<file path="src/rtl/i2cop_defs.svh">
`ifndef I2COP_DEFS_SVH
`define I2COP_DEFS_SVH

// fixed upper three address bits
`define I2COP_ADDR_FIXED 3'h5
// level code of an address select pin: 0 ground, 1 supply, 2 scl, 3 sda
`define I2COP_LVL_GND 2'h0
// read/write bit position in the address byte
`define I2COP_RW_BIT 0
// last bit index of a byte
`define I2COP_LAST_BIT 3'h7
// cycles of por release before power-up defaults are taken
// one edge more than the synchroniser depth, so the select pins are settled when read
`define I2COP_POR_WAIT 2'h3

`endif

</file>
<file path="src/rtl/i2cop_pkg.sv">
`default_nettype none

package i2cop_pkg;

    typedef enum logic [2:0] {
        I2COP_IDLE = 3'b000,
        I2COP_ADDR = 3'b001,
        I2COP_ADDR_ACK = 3'b010,
        I2COP_WR_DATA = 3'b011,
        I2COP_WR_ACK = 3'b100,
        I2COP_RD_DATA = 3'b101,
        I2COP_RD_ACK = 3'b110,
        I2COP_IGNORE = 3'b111
    } i2cop_state_e;

    typedef logic [7:0] i2cop_byte_t;

endpackage : i2cop_pkg

`default_nettype wire

</file>
<file path="src/rtl/i2cop_sync.sv">
`timescale 1ns/1ns
`default_nettype none

module i2cop_sync #(
    parameter int WIDTH = 1
) (
    input wire logic clk,
    input wire logic rst_n,
    input wire logic ce,
    input wire logic [WIDTH-1:0] async_in,
    output logic [WIDTH-1:0] sync_out
);

    logic [WIDTH-1:0] meta_r;

    // first stage feeds the second stage only
    always_ff @(posedge clk or negedge rst_n) begin
        if (!rst_n) begin
            meta_r <= '1;
            sync_out <= '1;
        end else if (ce) begin
            meta_r <= async_in;
            sync_out <= meta_r;
        end
    end

endmodule : i2cop_sync

`default_nettype wire

</file>
<file path="src/rtl/i2cop_top.sv">
`timescale 1ns/1ns
`default_nettype none
`include "i2cop_defs.svh"

module i2cop_top (
    input wire logic clk,
    input wire logic rst_n,
    input wire logic por_n,
    input wire logic ce,
    input wire logic scl_in,
    input wire logic sda_in,
    output logic sda_out,
    output logic sda_oe_n,
    input wire logic [1:0] addr_sel_low_pin,
    input wire logic [1:0] addr_sel_high_pin,
    input wire logic [7:0] output_port_pins_in,
    output logic [7:0] output_port_pins
);

    ////////////////////////////////////////////////////////////////////////////
    // decoding helpers

    function automatic logic addr_match(input logic [6:0] addr, input logic [1:0] lo, input logic [1:0] hi);
        addr_match = (addr == {`I2COP_ADDR_FIXED, hi, lo});
    endfunction : addr_match

    // anything but a ground connection selects high
    function automatic logic [3:0] pwrup_nibble(input logic [1:0] lvl);
        pwrup_nibble = (lvl == `I2COP_LVL_GND) ? 4'h0 : 4'hf;
    endfunction : pwrup_nibble

    ////////////////////////////////////////////////////////////////////////////
    // pin synchronisers

    logic scl_s;
    logic sda_s;
    logic [7:0] pins_s;
    logic [1:0] sel_lo_s;
    logic [1:0] sel_hi_s;

    i2cop_sync #(.WIDTH(14)) u_sync (
        .clk(clk),
        .rst_n(rst_n),
        .ce(ce),
        .async_in({scl_in, sda_in, output_port_pins_in, addr_sel_low_pin, addr_sel_high_pin}),
        .sync_out({scl_s, sda_s, pins_s, sel_lo_s, sel_hi_s})
    );

    logic scl_d_r;
    logic sda_d_r;

    always_ff @(posedge clk or negedge rst_n) begin
        if (!rst_n) begin
            scl_d_r <= 1'b1;
            sda_d_r <= 1'b1;
        end else if (ce) begin
            scl_d_r <= scl_s;
            sda_d_r <= sda_s;
        end
    end

    logic scl_rise;
    logic scl_fall;
    logic start_det;
    logic stop_det;

    assign scl_rise = ce && scl_s && !scl_d_r;
    assign scl_fall = ce && !scl_s && scl_d_r;
    assign start_det = ce && scl_s && scl_d_r && sda_d_r && !sda_s;
    assign stop_det = ce && scl_s && scl_d_r && !sda_d_r && sda_s;

    ////////////////////////////////////////////////////////////////////////////
    // serial engine

    i2cop_pkg::i2cop_state_e state_r;
    i2cop_pkg::i2cop_byte_t shift_r;
    i2cop_pkg::i2cop_byte_t tx_r;
    i2cop_pkg::i2cop_byte_t sample_r;
    logic [2:0] bit_r;
    logic rw_r;
    logic nack_r;
    logic sda_oe_n_r;
    logic wr_load;
    logic addr_wait_r;

    assign sda_out = 1'b0;
    assign sda_oe_n = sda_oe_n_r;
    assign wr_load = scl_fall && (state_r == i2cop_pkg::I2COP_WR_DATA) && (bit_r == `I2COP_LAST_BIT);

    // rst_n drops the transfer back to idle, as after a stop
    always_ff @(posedge clk or negedge rst_n) begin
        if (!rst_n) begin
            state_r <= i2cop_pkg::I2COP_IDLE;
            bit_r <= 3'h0;
            rw_r <= 1'b0;
            sda_oe_n_r <= 1'b1;
            tx_r <= 8'h00;
            addr_wait_r <= 1'b0;
        end else if (start_det) begin
            state_r <= i2cop_pkg::I2COP_ADDR;
            bit_r <= 3'h0;
            addr_wait_r <= 1'b1;
            sda_oe_n_r <= 1'b1;
        end else if (stop_det) begin
            state_r <= i2cop_pkg::I2COP_IDLE;
            sda_oe_n_r <= 1'b1;
        end else if (scl_fall) begin
            unique case (state_r)
                i2cop_pkg::I2COP_IDLE, i2cop_pkg::I2COP_IGNORE: begin
                    sda_oe_n_r <= 1'b1;
                end
                i2cop_pkg::I2COP_ADDR: begin
                    if (bit_r == `I2COP_LAST_BIT) begin
                        rw_r <= shift_r[`I2COP_RW_BIT];
                        if (addr_match(shift_r[7:1], sel_lo_s, sel_hi_s)) begin
                            state_r <= i2cop_pkg::I2COP_ADDR_ACK;
                            sda_oe_n_r <= 1'b0;
                        end else begin
                            state_r <= i2cop_pkg::I2COP_IGNORE;
                        end
                    end
                    // the scl fall that closes a start carries no bit
                    if (addr_wait_r) begin
                        addr_wait_r <= 1'b0;
                    end else begin
                        bit_r <= bit_r + 3'h1;
                    end
                end
                i2cop_pkg::I2COP_ADDR_ACK: begin
                    bit_r <= 3'h0;
                    if (rw_r) begin
                        state_r <= i2cop_pkg::I2COP_RD_DATA;
                        tx_r <= {sample_r[6:0], 1'b1};
                        sda_oe_n_r <= sample_r[7];
                    end else begin
                        state_r <= i2cop_pkg::I2COP_WR_DATA;
                        sda_oe_n_r <= 1'b1;
                    end
                end
                i2cop_pkg::I2COP_WR_DATA: begin
                    if (bit_r == `I2COP_LAST_BIT) begin
                        state_r <= i2cop_pkg::I2COP_WR_ACK;
                        sda_oe_n_r <= 1'b0;
                    end
                    bit_r <= bit_r + 3'h1;
                end
                i2cop_pkg::I2COP_WR_ACK: begin
                    state_r <= i2cop_pkg::I2COP_WR_DATA;
                    sda_oe_n_r <= 1'b1;
                end
                i2cop_pkg::I2COP_RD_DATA: begin
                    if (bit_r == `I2COP_LAST_BIT) begin
                        state_r <= i2cop_pkg::I2COP_RD_ACK;
                        sda_oe_n_r <= 1'b1;
                    end else begin
                        sda_oe_n_r <= tx_r[7];
                        tx_r <= {tx_r[6:0], 1'b1};
                    end
                    bit_r <= bit_r + 3'h1;
                end
                i2cop_pkg::I2COP_RD_ACK: begin
                    bit_r <= 3'h0;
                    if (nack_r) begin
                        state_r <= i2cop_pkg::I2COP_IGNORE;
                        sda_oe_n_r <= 1'b1;
                    end else begin
                        state_r <= i2cop_pkg::I2COP_RD_DATA;
                        tx_r <= {sample_r[6:0], 1'b1};
                        sda_oe_n_r <= sample_r[7];
                    end
                end
            endcase
        end
    end

    // receive shifter and master acknowledge capture
    always_ff @(posedge clk or negedge rst_n) begin
        if (!rst_n) begin
            shift_r <= 8'h00;
            nack_r <= 1'b0;
        end else if (scl_rise) begin
            shift_r <= {shift_r[6:0], sda_s};
            if (state_r == i2cop_pkg::I2COP_RD_ACK) begin
                nack_r <= sda_s;
            end
        end
    end

    // live pin levels, so a forced pin reads back as forced
    always_ff @(posedge clk or negedge rst_n) begin
        if (!rst_n) begin
            sample_r <= 8'h00;
        end else if (scl_rise && (state_r == i2cop_pkg::I2COP_ADDR_ACK || state_r == i2cop_pkg::I2COP_RD_ACK)) begin
            sample_r <= pins_s;
        end
    end

    ////////////////////////////////////////////////////////////////////////////
    // output register: only por_n clears it, rst_n leaves it alone

    logic [1:0] por_cnt_r;

    always_ff @(posedge clk or negedge por_n) begin
        if (!por_n) begin
            por_cnt_r <= 2'h0;
            output_port_pins <= 8'h00;
        end else if (ce) begin
            if (por_cnt_r != `I2COP_POR_WAIT) begin
                // wait for select pins to pass the synchroniser
                por_cnt_r <= por_cnt_r + 2'h1;
                if (por_cnt_r + 2'h1 == `I2COP_POR_WAIT) begin
                    output_port_pins <= {pwrup_nibble(sel_hi_s), pwrup_nibble(sel_lo_s)};
                end
            end else if (wr_load) begin
                output_port_pins <= shift_r;
            end
        end
    end

    ////////////////////////////////////////////////////////////////////////////
    // checks

    a_addr_foreign:
    assert property (@(posedge clk) disable iff (!rst_n)
        (scl_fall && !start_det && !stop_det && state_r == i2cop_pkg::I2COP_ADDR && bit_r == 3'h7
         && !addr_match(shift_r[7:1], sel_lo_s, sel_hi_s))
        |=> sda_oe_n && state_r == i2cop_pkg::I2COP_IGNORE)
        else $error("foreign address was not ignored");

    a_addr_ack_drive:
    assert property (@(posedge clk) disable iff (!rst_n)
        (scl_fall && !start_det && !stop_det && state_r == i2cop_pkg::I2COP_ADDR && bit_r == 3'h7
         && addr_match(shift_r[7:1], sel_lo_s, sel_hi_s))
        |=> !sda_oe_n && state_r == i2cop_pkg::I2COP_ADDR_ACK)
        else $error("own address not acknowledged");

    a_write_update:
    assert property (@(posedge clk) disable iff (!rst_n || !por_n)
        (wr_load && !start_det && !stop_det && por_cnt_r == `I2COP_POR_WAIT)
        |=> output_port_pins == $past(shift_r) && !sda_oe_n)
        else $error("write byte not applied or not acknowledged");

    a_write_ack_release:
    assert property (@(posedge clk) disable iff (!rst_n)
        (scl_fall && !start_det && !stop_det && state_r == i2cop_pkg::I2COP_WR_ACK)
        |=> sda_oe_n && state_r == i2cop_pkg::I2COP_WR_DATA && bit_r == 3'h0)
        else $error("write ack not released");

    a_read_first_byte:
    assert property (@(posedge clk) disable iff (!rst_n)
        (scl_fall && !start_det && !stop_det && state_r == i2cop_pkg::I2COP_ADDR_ACK && rw_r)
        |=> sda_oe_n == $past(sample_r[7]) && tx_r[7:1] == $past(sample_r[6:0]))
        else $error("read byte not taken from pin sample");

    a_read_resample:
    assert property (@(posedge clk) disable iff (!rst_n)
        (scl_rise && !start_det && !stop_det && state_r == i2cop_pkg::I2COP_RD_ACK)
        |=> sample_r == $past(pins_s))
        else $error("pins not resampled at master ack");

    a_read_nack_stop:
    assert property (@(posedge clk) disable iff (!rst_n)
        (scl_fall && !start_det && !stop_det && state_r == i2cop_pkg::I2COP_RD_ACK && nack_r)
        |=> sda_oe_n [*2])
        else $error("sda driven after master nack");

    a_read_bit_drive:
    assert property (@(posedge clk) disable iff (!rst_n)
        (scl_fall && !start_det && !stop_det && state_r == i2cop_pkg::I2COP_RD_DATA && bit_r != 3'h7)
        |=> sda_oe_n == $past(tx_r[7]))
        else $error("read bit not driven from shifter");

    a_stop_idle:
    assert property (@(posedge clk) disable iff (!rst_n)
        (stop_det && !start_det) |=> state_r == i2cop_pkg::I2COP_IDLE && sda_oe_n && $stable(output_port_pins))
        else $error("stop did not return to idle");

endmodule : i2cop_top

`default_nettype wire

</file>
<file path="config.mk">
export PLATFORM = sky130hd
export DESIGN_NAME = i2cop_top
export DESIGN_NICKNAME = d
export VERILOG_FILES = /design/src/rtl/i2cop_pkg.sv /design/src/rtl/i2cop_sync.sv /design/src/rtl/i2cop_top.sv
export VERILOG_INCLUDE_DIRS = /design/src /design/src/rtl
export SDC_FILE = /design/constraint.sdc
export NUM_CORES = 1
export LEC_CHECK = 0
export BUFFER_PORTS_ARGS = -buffer_cell sky130_fd_sc_hd__buf_2
export CAP_MARGIN = 25
export CORE_UTILIZATION = 45
export DETAILED_ROUTE_END_ITERATION = 12
export GPL_TIMING_DRIVEN = 0
export SYNTH_ARGS = -nofsm -noshare
export SYNTH_HDL_FRONTEND = slang
export SYNTH_SLANG_ARGS = --single-unit
</file>
<file path="constraint.sdc">
create_clock -name clk -period 4.35 [get_ports clk]
set_input_delay 0.6525 -clock clk [delete_from_list [all_inputs] [get_ports clk]]
set_output_delay 0.6525 -clock clk [all_outputs]
set_load 0.01 [all_outputs]
</file>
==> results.md, run 1 <==
- The flow ran to the end, and the final reports show no timing, DRC or antenna violations.
- The total DRC errors in the routed layout is 0.
- The signal on the critical path passes through ha_1, ha_1, and2_1, nand2_2, o32ai_4, mux2_2.
- Combinational logic burns 33.0% of the power.
- Per report_power, the clock group accounts for 21.3% of the total.
- The share of synthesized area occupied by flip-flops and latches is 55.0%.
- Based on the critical path, the design can be clocked at up to 482 MHz.
- In this design, the stage delay of the slowest critical-path cell is 0.43 ns.
- The core area is between 7000 and 8000 um^2.
- The worst path needs slightly above 2 ns of the cycle, external delays included.
- The worst register-to-register path has a setup slack of between 2 and 2.5 ns.
- By area the synthesized netlist is led by sky130_fd_sc_hd__dfrtp_1 (31%), sky130_fd_sc_hd__dfstp_2 (24%), sky130_fd_sc_hd__mux2_2 (21%).
- In the final routed layout, each cell accounts on average for 14.7 um.
- The worst flop-to-flop path endpoint is output_port_pins[2].
- The quantity of hold-fixing buffers added after cts is 0.
- From left edge to right edge, the die measures a little under 90 um.
- The number of inserted filler cells in the final layout is 666.
- Before CTS, the worst setup slack after placement is between 2 and 2.5 ns.
- The count of final setup violators is 0.
- The synthesis-to-finish area growth is 12.8%.
- The count of routing violations after the opening detailed-route iteration is 66.
- The buffer type at the clock tree root is sky130_fd_sc_hd__clkbuf_8.
- The top flip-flop cell by instance count after synthesis is sky130_fd_sc_hd__dfrtp_1.
- The leakage power figure is 0.00169 uW.
- In the finished design, the share of the clock period the worst path needs comes to 47.7%.
- Input and output buffers added on the ports amount to 25.
- The netlist area before placement is 3430 um^2.
- The capturing element type of the critical path is a register.
- In the routed layout, each cell is associated on average with a via count of 5.20.
- The row count is 31.
- The final hold violation count is 0.
- The worst-path cell with the longest stage delay is sky130_fd_sc_hd__o32ai_4.
- The number of different library cells in the post-synthesis netlist is 46.
- The net load switching power is between 700 and 800 uW.
- For this run, the number of Yosys warnings is 0.
- Setup total negative slack on the finished layout was measured at 0 ns.
- The count of flip-flops with a built-in enable after synthesis is 0.
- The post-synthesis instance total is around 280.
- The clock tree synthesis step divided the H-tree into 3 levels.
- The maximum clock path buffer count is 2.
- The global routing usage summed across all routing layers is about 18%.
- sky130_fd_sc_hd__dfrtp_1 takes more of the synthesized area than any other cell.
- The routed length on met1 is approximately 3 mm.
- The number of antenna violations at the first check in global routing is 0.
- The count of clock tree sinks is 74.
- Detailed routing placed a total of 2.87 mm of wire on met2.
- The design area is 3870 um^2.
- The floorplan step set the die height to 89.4 um.
- The topmost layer with routed signal wires is met4.
- The initial core utilization is 46.9%.
- The number of antenna diodes in the final layout is 0.
- The placed instances occupy a cell area of 3690 um^2.
- The internal cell power is 1550 uW.
- The path class of the lowest-slack min-delay path is input pin to asynchronous set/reset pin.
- In this run, post-CTS repair resized a total of 0 instances.
- At the end of the flow the core is filled with cells to 52.8%.
- The register share of total power is 45.7%.
- The TritonCTS clock tree is done.
- The final worst setup slack is 2.27 ns.
- The number of global-route vias before repair is 2081.
- For the worst setup path, the data arrival time is between 2 and 2.5 ns.
- The share of synthesized area in the top cell type comes to 31.3%.
- The first-pass iteration count of the detailed router is 4.
- The clock transition at the register clock pins on the worst setup and hold paths after CTS is 0.08 ns.
- The net switching share of the total power is around a third.
- The worst register-to-register path begins at bit_r[0].
- The number of routed nets with antenna violations is 0.
- Data on the critical path is required at its endpoint by approximately 4.6 ns.
- The share of synthesized registers carrying an async set or reset is 100%.
- Pin placement for this block handled 28 I/O pins.
- The number of setup buffers added after CTS is 0.
- The HPWL reported at the end of detailed placement is around 4.3 mm.
- The number of max-slew violations in the final report is 0.
- The first-pass GRT wire length is 10.6 mm.
- The biggest fanout along the worst timing path is 8.
- The post-route netlist has between 40% and 50% of its cells at a drive strength greater than 1.
- The die covers ~8000 um^2.
- The number of nets handed over by synthesis was 297.
- The most numerous cell type found on the critical path is sky130_fd_sc_hd__ha_1.
- In this run, synthesis produced a sequential element count of 74.
- VDD sags by at most roughly 0.3 mV.
- For this run the aggregate overflow at the end of global routing stands at 0.
- The worst max-slew margin expressed relative to the limit is 47.9%.
- The power per cell area is 601 nW/um^2.
- The number of cells on the worst reg-to-reg path is 6.
- The pin count of the biggest net entering global routing is 65.
- Across the run, the number of max-cap violations was 0.
- The number of clock buffers added by TritonCTS is 9.
- Clock skew on the completed layout was measured at approximately 0.0063 ns.
- For the worst-skew pair, the clock arrives at the later sink with an insertion delay of approximately 0.34 ns.
- The critical path class is register to register.
- The kind of start point of the critical path is a register.
- Summed over all nets, wire length on met3 after detailed routing comes to 219 um.
- Setup repair after global routing left no endpoint under its margin.
- At the end of the flow, the number of nets in the layout was 333.
- In this run the mean area of a mapped cell was between 10 and 15 um^2.
- At the pin with the least slew margin, the transition time is 0.782 ns.
- Summing over every cut layer, the via total after detailed routing is 2156.
- The total wire length after detailed routing is 6.10 mm.
- The congestion estimate from routability-driven global placement came to 0.850.
-- power by group through the flow --
| stage | Sequential, uW | Combinational [uW] | Clock (uW) |
|---|---|---|---|
| 5_1_grt | 1100 | 876 | 545 |
| 6_report | 1060 | 768 | 495 |
| 3_5_place_dp | 1080 | 775 | 0 |
| 2_1_floorplan | 1060 | 578 | 0 |
| 3_3_place_gp | 1070 | 756 | 0 |
| 4_1_cts | 1070 | 778 | 516 |
-- critical path, delay by kind of cell (launching register included) --
kind                     cells  cell delay [ns]
AND/OR/NAND/NOR              2             0.30
flip-flops                   1             0.39
AO/OA/AOI/OAI                1             0.43
adder cells (fa/ha/maj)      2             0.46
multiplexers                 1             0.39
-- cell usage in the layout, fill, tap and decap left out, types with 5 or more instances in the layout --
cell type / count
sky130_fd_sc_hd__a21oi_1: 13
sky130_fd_sc_hd__xnor2_1: 5
sky130_fd_sc_hd__clkbuf_8: 9
sky130_fd_sc_hd__o21ai_0: 12
sky130_fd_sc_hd__nor3_1: 5
sky130_fd_sc_hd__nor2b_1: 5
sky130_fd_sc_hd__inv_1: 14
sky130_fd_sc_hd__nand2_1: 17
sky130_fd_sc_hd__nand2b_1: 5
sky130_fd_sc_hd__mux2_2: 64
sky130_fd_sc_hd__dfrtp_1: 43
sky130_fd_sc_hd__nor2_1: 5
sky130_fd_sc_hd__buf_2: 28
sky130_fd_sc_hd__dfstp_2: 31
sky130_fd_sc_hd__clkbuf_1: 7
-- cells by family (layout without fill, tap and decap cells) --
group	count (synthesis)	count (layout)	share of synthesized area, %
XOR/XNOR	6	6	1.53
flip-flops	74	74	55.0
adder cells (fa/ha/maj)	4	4	1.46
multiplexers	66	66	21.6
AO/OA/AOI/OAI	40	40	7.87
AND/OR/NAND/NOR	56	56	8.67
other	1	1	0.109
buffers and inverters	28	69	3.75
-- state kept, by name, summed over array words and instances (netlist names) --
name,count
addr_wait_r,1
bit_r,3
nack_r,1
output_port_pins,8
por_cnt_r,2
rw_r,1
sample_r,8
scl_d_r,1
sda_d_r,1
sda_oe_n,1
shift_r,8
state_r,3
tx_r,8
u_sync.meta_r,14
u_sync.sync_out,14
-- metrics by stage --
step	hold slack [ns]	total power (uW)	instances
after global routing	0.153	2520	415
final	0.156	2330	415
after floorplan	0.357	1630	275
after detailed placement	0.450	1850	399
after CTS	0.142	2360	415
after global placement	0.451	1820	399
-- how the worst max path moves through the flow --
stage                        start                   to  slack (ns)  depth (start not counted)
after floorplan                 ce  output_port_pins[0]        2.37                          6
after global placement          ce  output_port_pins[1]        2.21                          6
after detailed placement        ce  output_port_pins[2]        2.20                          6
after CTS                 bit_r[0]  output_port_pins[2]        2.25                          6
after global routing      bit_r[0]  output_port_pins[2]        2.15                          6
final                     bit_r[0]  output_port_pins[2]        2.27                          6
-- metal layers --
metal	vias up	global-route usage, %
met1	1075	25.5
met3	4	5.36
met2	41	26.3
met5	-	0
met4	0	5.63
li1	1036	-
-- final cells by class --
cell class | instances | area (um^2) | area share [%]
buffer | 14 | 76.3 | 1.97
clock inverter | 5 | 33.8 | 0.872
clock buffer | 11 | 153 | 3.94
sequential | 74 | 1890 | 48.8
multi-input combinational | 173 | 1420 | 36.5
tap | 99 | 124 | 3.20
inverter | 14 | 52.6 | 1.36
timing repair buffer | 25 | 128 | 3.30
-- synth_stat cells (3+ instances only) --
cell type,count
sky130_fd_sc_hd__mux2_2,64
sky130_fd_sc_hd__dfrtp_1,43
sky130_fd_sc_hd__dfstp_2,31
sky130_fd_sc_hd__nand2_1,17
sky130_fd_sc_hd__inv_1,14
sky130_fd_sc_hd__a21oi_1,13
sky130_fd_sc_hd__o21ai_0,12
sky130_fd_sc_hd__clkbuf_1,6
sky130_fd_sc_hd__nand2b_1,5
sky130_fd_sc_hd__nor2_1,5
sky130_fd_sc_hd__nor2b_1,5
sky130_fd_sc_hd__nor3_1,5
sky130_fd_sc_hd__xnor2_1,5
sky130_fd_sc_hd__buf_2,4
sky130_fd_sc_hd__ha_1,4
sky130_fd_sc_hd__buf_4,3
sky130_fd_sc_hd__nand3_1,3
Power figures use the tool's default switching activity.
==> run 2: changes to the inputs <==
clock period = 2.1 ns   (was 4.35 ns; I/O delays follow)
==> results.md, run 2 (same netlist as run 1, synthesis figures left out) <==
- The run finished with clean final reports.
- The origin of the critical flop-to-flop path is bit_r[0].
- The worst reg-to-reg path cell count is 6.
- The number of inserted filler cells in the final layout is about 660.
- The synthesis-to-finish area growth is 13.7%.
- Entering global routing, the biggest net connects 65 pins.
- STA puts the critical path data arrival time at 2.25 ns.
- After detailed routing, the average wire length per cell comes to 14.7 um.
- The worst path in the final design needs a cycle of 1.97 ns, including I/O delays and setup.
- The post-route total power is 4850 uW.
- The power per cell area is 1240 nW/um^2.
- The final hold violation count is 0.
- The largest single stage delay on the critical path is approximately 0.4 ns.
- Together, buffers and inverters on the worst path number 0.
- The leakage power figure is 0.00170 uW.
- Walking the worst path, the cells encountered are ha_1, ha_2, a21bo_2, a211o_1, a222oi_1, a211o_1.
- The total of max-cap violations is 0.
- The path class of the tightest hold or removal check is input pin to asynchronous set/reset pin.
- The maximum clock path buffer count is 2.
- The cell total after placement is approximately 400.
- The kind of cell with the highest combined delay along the critical path is compound AO/OA/AOI/OAI gates.
- The first routing iteration left 60 violations.
- The capturing element type of the critical path is a register.
- The most common cell after layout, fill and taps aside is sky130_fd_sc_hd__mux2_2.
- The setup slack on the worst flop-to-flop path is 0.13 ns.
- The peak clock frequency supported by timing is roughly 510 MHz.
- Hold is met by 0.0528 ns.
- The critical path is of the register to register type.
- The maximum clock skew at final layout is just under 0.007 ns.
- The maximum resistive drop on vdd is 0.638 mV.
- The area enclosed by the die boundary is between 7000 and 8000 um^2.
- In the final layout, the registers with the most flip-flops are u_sync.meta_r x14, u_sync.sync_out x14.
- For the final routed database, the setup TNS stands at 0 ns.
- The placed instance area is 3690 um^2.
- The HPWL reported at the end of detailed placement is 4.31 mm.
- The die is 89.4 um tall.
- The slowest stage of the critical path belongs to the cell sky130_fd_sc_hd__dfrtp_1.
- The number of global-route vias before repair came to 2091.
- The number of antenna violations at the first check in global routing was 0.
- The global routing usage summed across all routing layers is about 18%.
- The count of nets left with antenna violations once routing finished came out at 0.
- The initial core utilization is 46.9%.
- STA classifies the critical path startpoint as a register.
- The biggest fanout along the worst timing path is 6.
- The clock insertion delay at the later pin of the skew report is 0.34 ns.
- The slew at the pin with the worst max-slew slack is 0.777 ns.
- The TritonCTS clock tree is done.
- Clock tree synthesis inserted a total of 9 buffers.
- Setup violations remaining at the end of the flow were counted as 0.
- Once layout is done, the placed cells without fillers occupy 3910 um^2.
- For this run, the detailed router's first-pass iteration total came to 4.
- In this run the standard cell core region covers around 7300 um^2.
- The number of I/O port buffers is 25.
- Clock tree synthesis selected as its root buffer the cell sky130_fd_sc_hd__clkbuf_8.
- Setup repair after global routing left no endpoint under its margin.
- In this design, the critical path's most frequently occurring cell is sky130_fd_sc_hd__a211o_1.
- The remaining global-route overflow is 0.
- The final layout contains routed wiring with a total length of 6.14 mm.
- Counting buffers and inverters, the worst setup path is 6 cells deep.
- The worst flop-to-flop path endpoint is state_r[0].
- The total DRC errors in the routed layout is 0.
- In the layout the commonest cells are sky130_fd_sc_hd__mux2_2 (64), sky130_fd_sc_hd__dfrtp_1 (43), sky130_fd_sc_hd__dfstp_2 (31).
- The count of inserted antenna diode cells is 0.
- For the worst setup path, the data required time is approximately 2.4 ns.
- The ratio of final minimum period to clock period is 93.8%.
- Dividing the detail-routed via count by the number of cells gives 5.20.
- The number of max-slew violations in the final report is 0.
- Across all layers, the routed design uses between 2000 and 2500 vias.
- The final RePlAce weighted congestion is between 0.8 and 0.9.
- The die extent in x is 89.4 um.
- 28 I/O pins were placed.
- The first-pass GRT wire length is 10.6 mm.
- The H-tree generated during clock tree synthesis spans 3 levels.
- The clock drives 74 sinks.
- The finished layout holds 417 standard cells, fillers aside.
- The row count is 31.
- The share of post-route cells with drive strength above 1 is around 48%.
- Clock-pin slew was measured on the worst setup and hold paths at 0.07 ns.
- In this run the tightest slew margin relative to its limit is around 48%.
- The number of nets at the end of the flow is 335.
## run 2: metal layers
| metal | up-vias | share of wire (%) | track usage (%) |
|---|---|---|---|
| met5 | - | 0 | 0 |
| met1 | 1086 | 49 | 25.5 |
| met3 | 6 | 3.0 | 5.36 |
| met4 | 0 | 0.78 | 5.63 |
| met2 | 31 | 47 | 26.4 |
| li1 | 1044 | - | - |
## run 2: final cells by class
type / instances / area, um^2 / share of cell area, %
clock inverter: 5 / 33.8 / 0.865
timing repair buffer: 27 / 158 / 4.04
clock buffer: 11 / 153 / 3.91
sequential: 74 / 1890 / 48.4
inverter: 14 / 52.6 / 1.35
tap: 99 / 124 / 3.17
buffer: 14 / 76.3 / 1.95
multi-input combinational: 173 / 1420 / 36.3
## run 2: how the worst max path moves through the flow
stage                        start             endpoint  slack [ns]
final                     bit_r[0]           state_r[0]        0.13
after floorplan           bit_r[0]  output_port_pins[0]        0.30
after global placement    bit_r[0]  output_port_pins[1]        0.01
after CTS                 bit_r[0]  output_port_pins[2]       0.003
after global routing      bit_r[0]           state_r[0]        0.06
after detailed placement  bit_r[0]  output_port_pins[2]        0.01
## run 2: stage by stage
| step | utilization [%] | setup WS [ns] |
|---|---|---|
| global placement | 50.2 | 0.00972 |
| detailed placement | 50.3 | 0.0147 |
| CTS | 53.0 | 0.00307 |
| global route | 53.3 | 0.0597 |
| floorplan | - | 0.300 |
| finish | 53.3 | 0.131 |
## run 2: timing repair
item                                    4_1_cts  5_1_grt
hold buffers                                  1        0
endpoints found under the hold margin        10        0
setup buffers                                 0        1
endpoints found under the setup margin        0        9
gates resized for setup                       0        1
## run 2: power breakdown
group	internal [uW]	switching [uW]	total, uW
clock network	504	524	1030
registers	1930	280	2210
logic	803	817	1620
total	3230	1620	4850
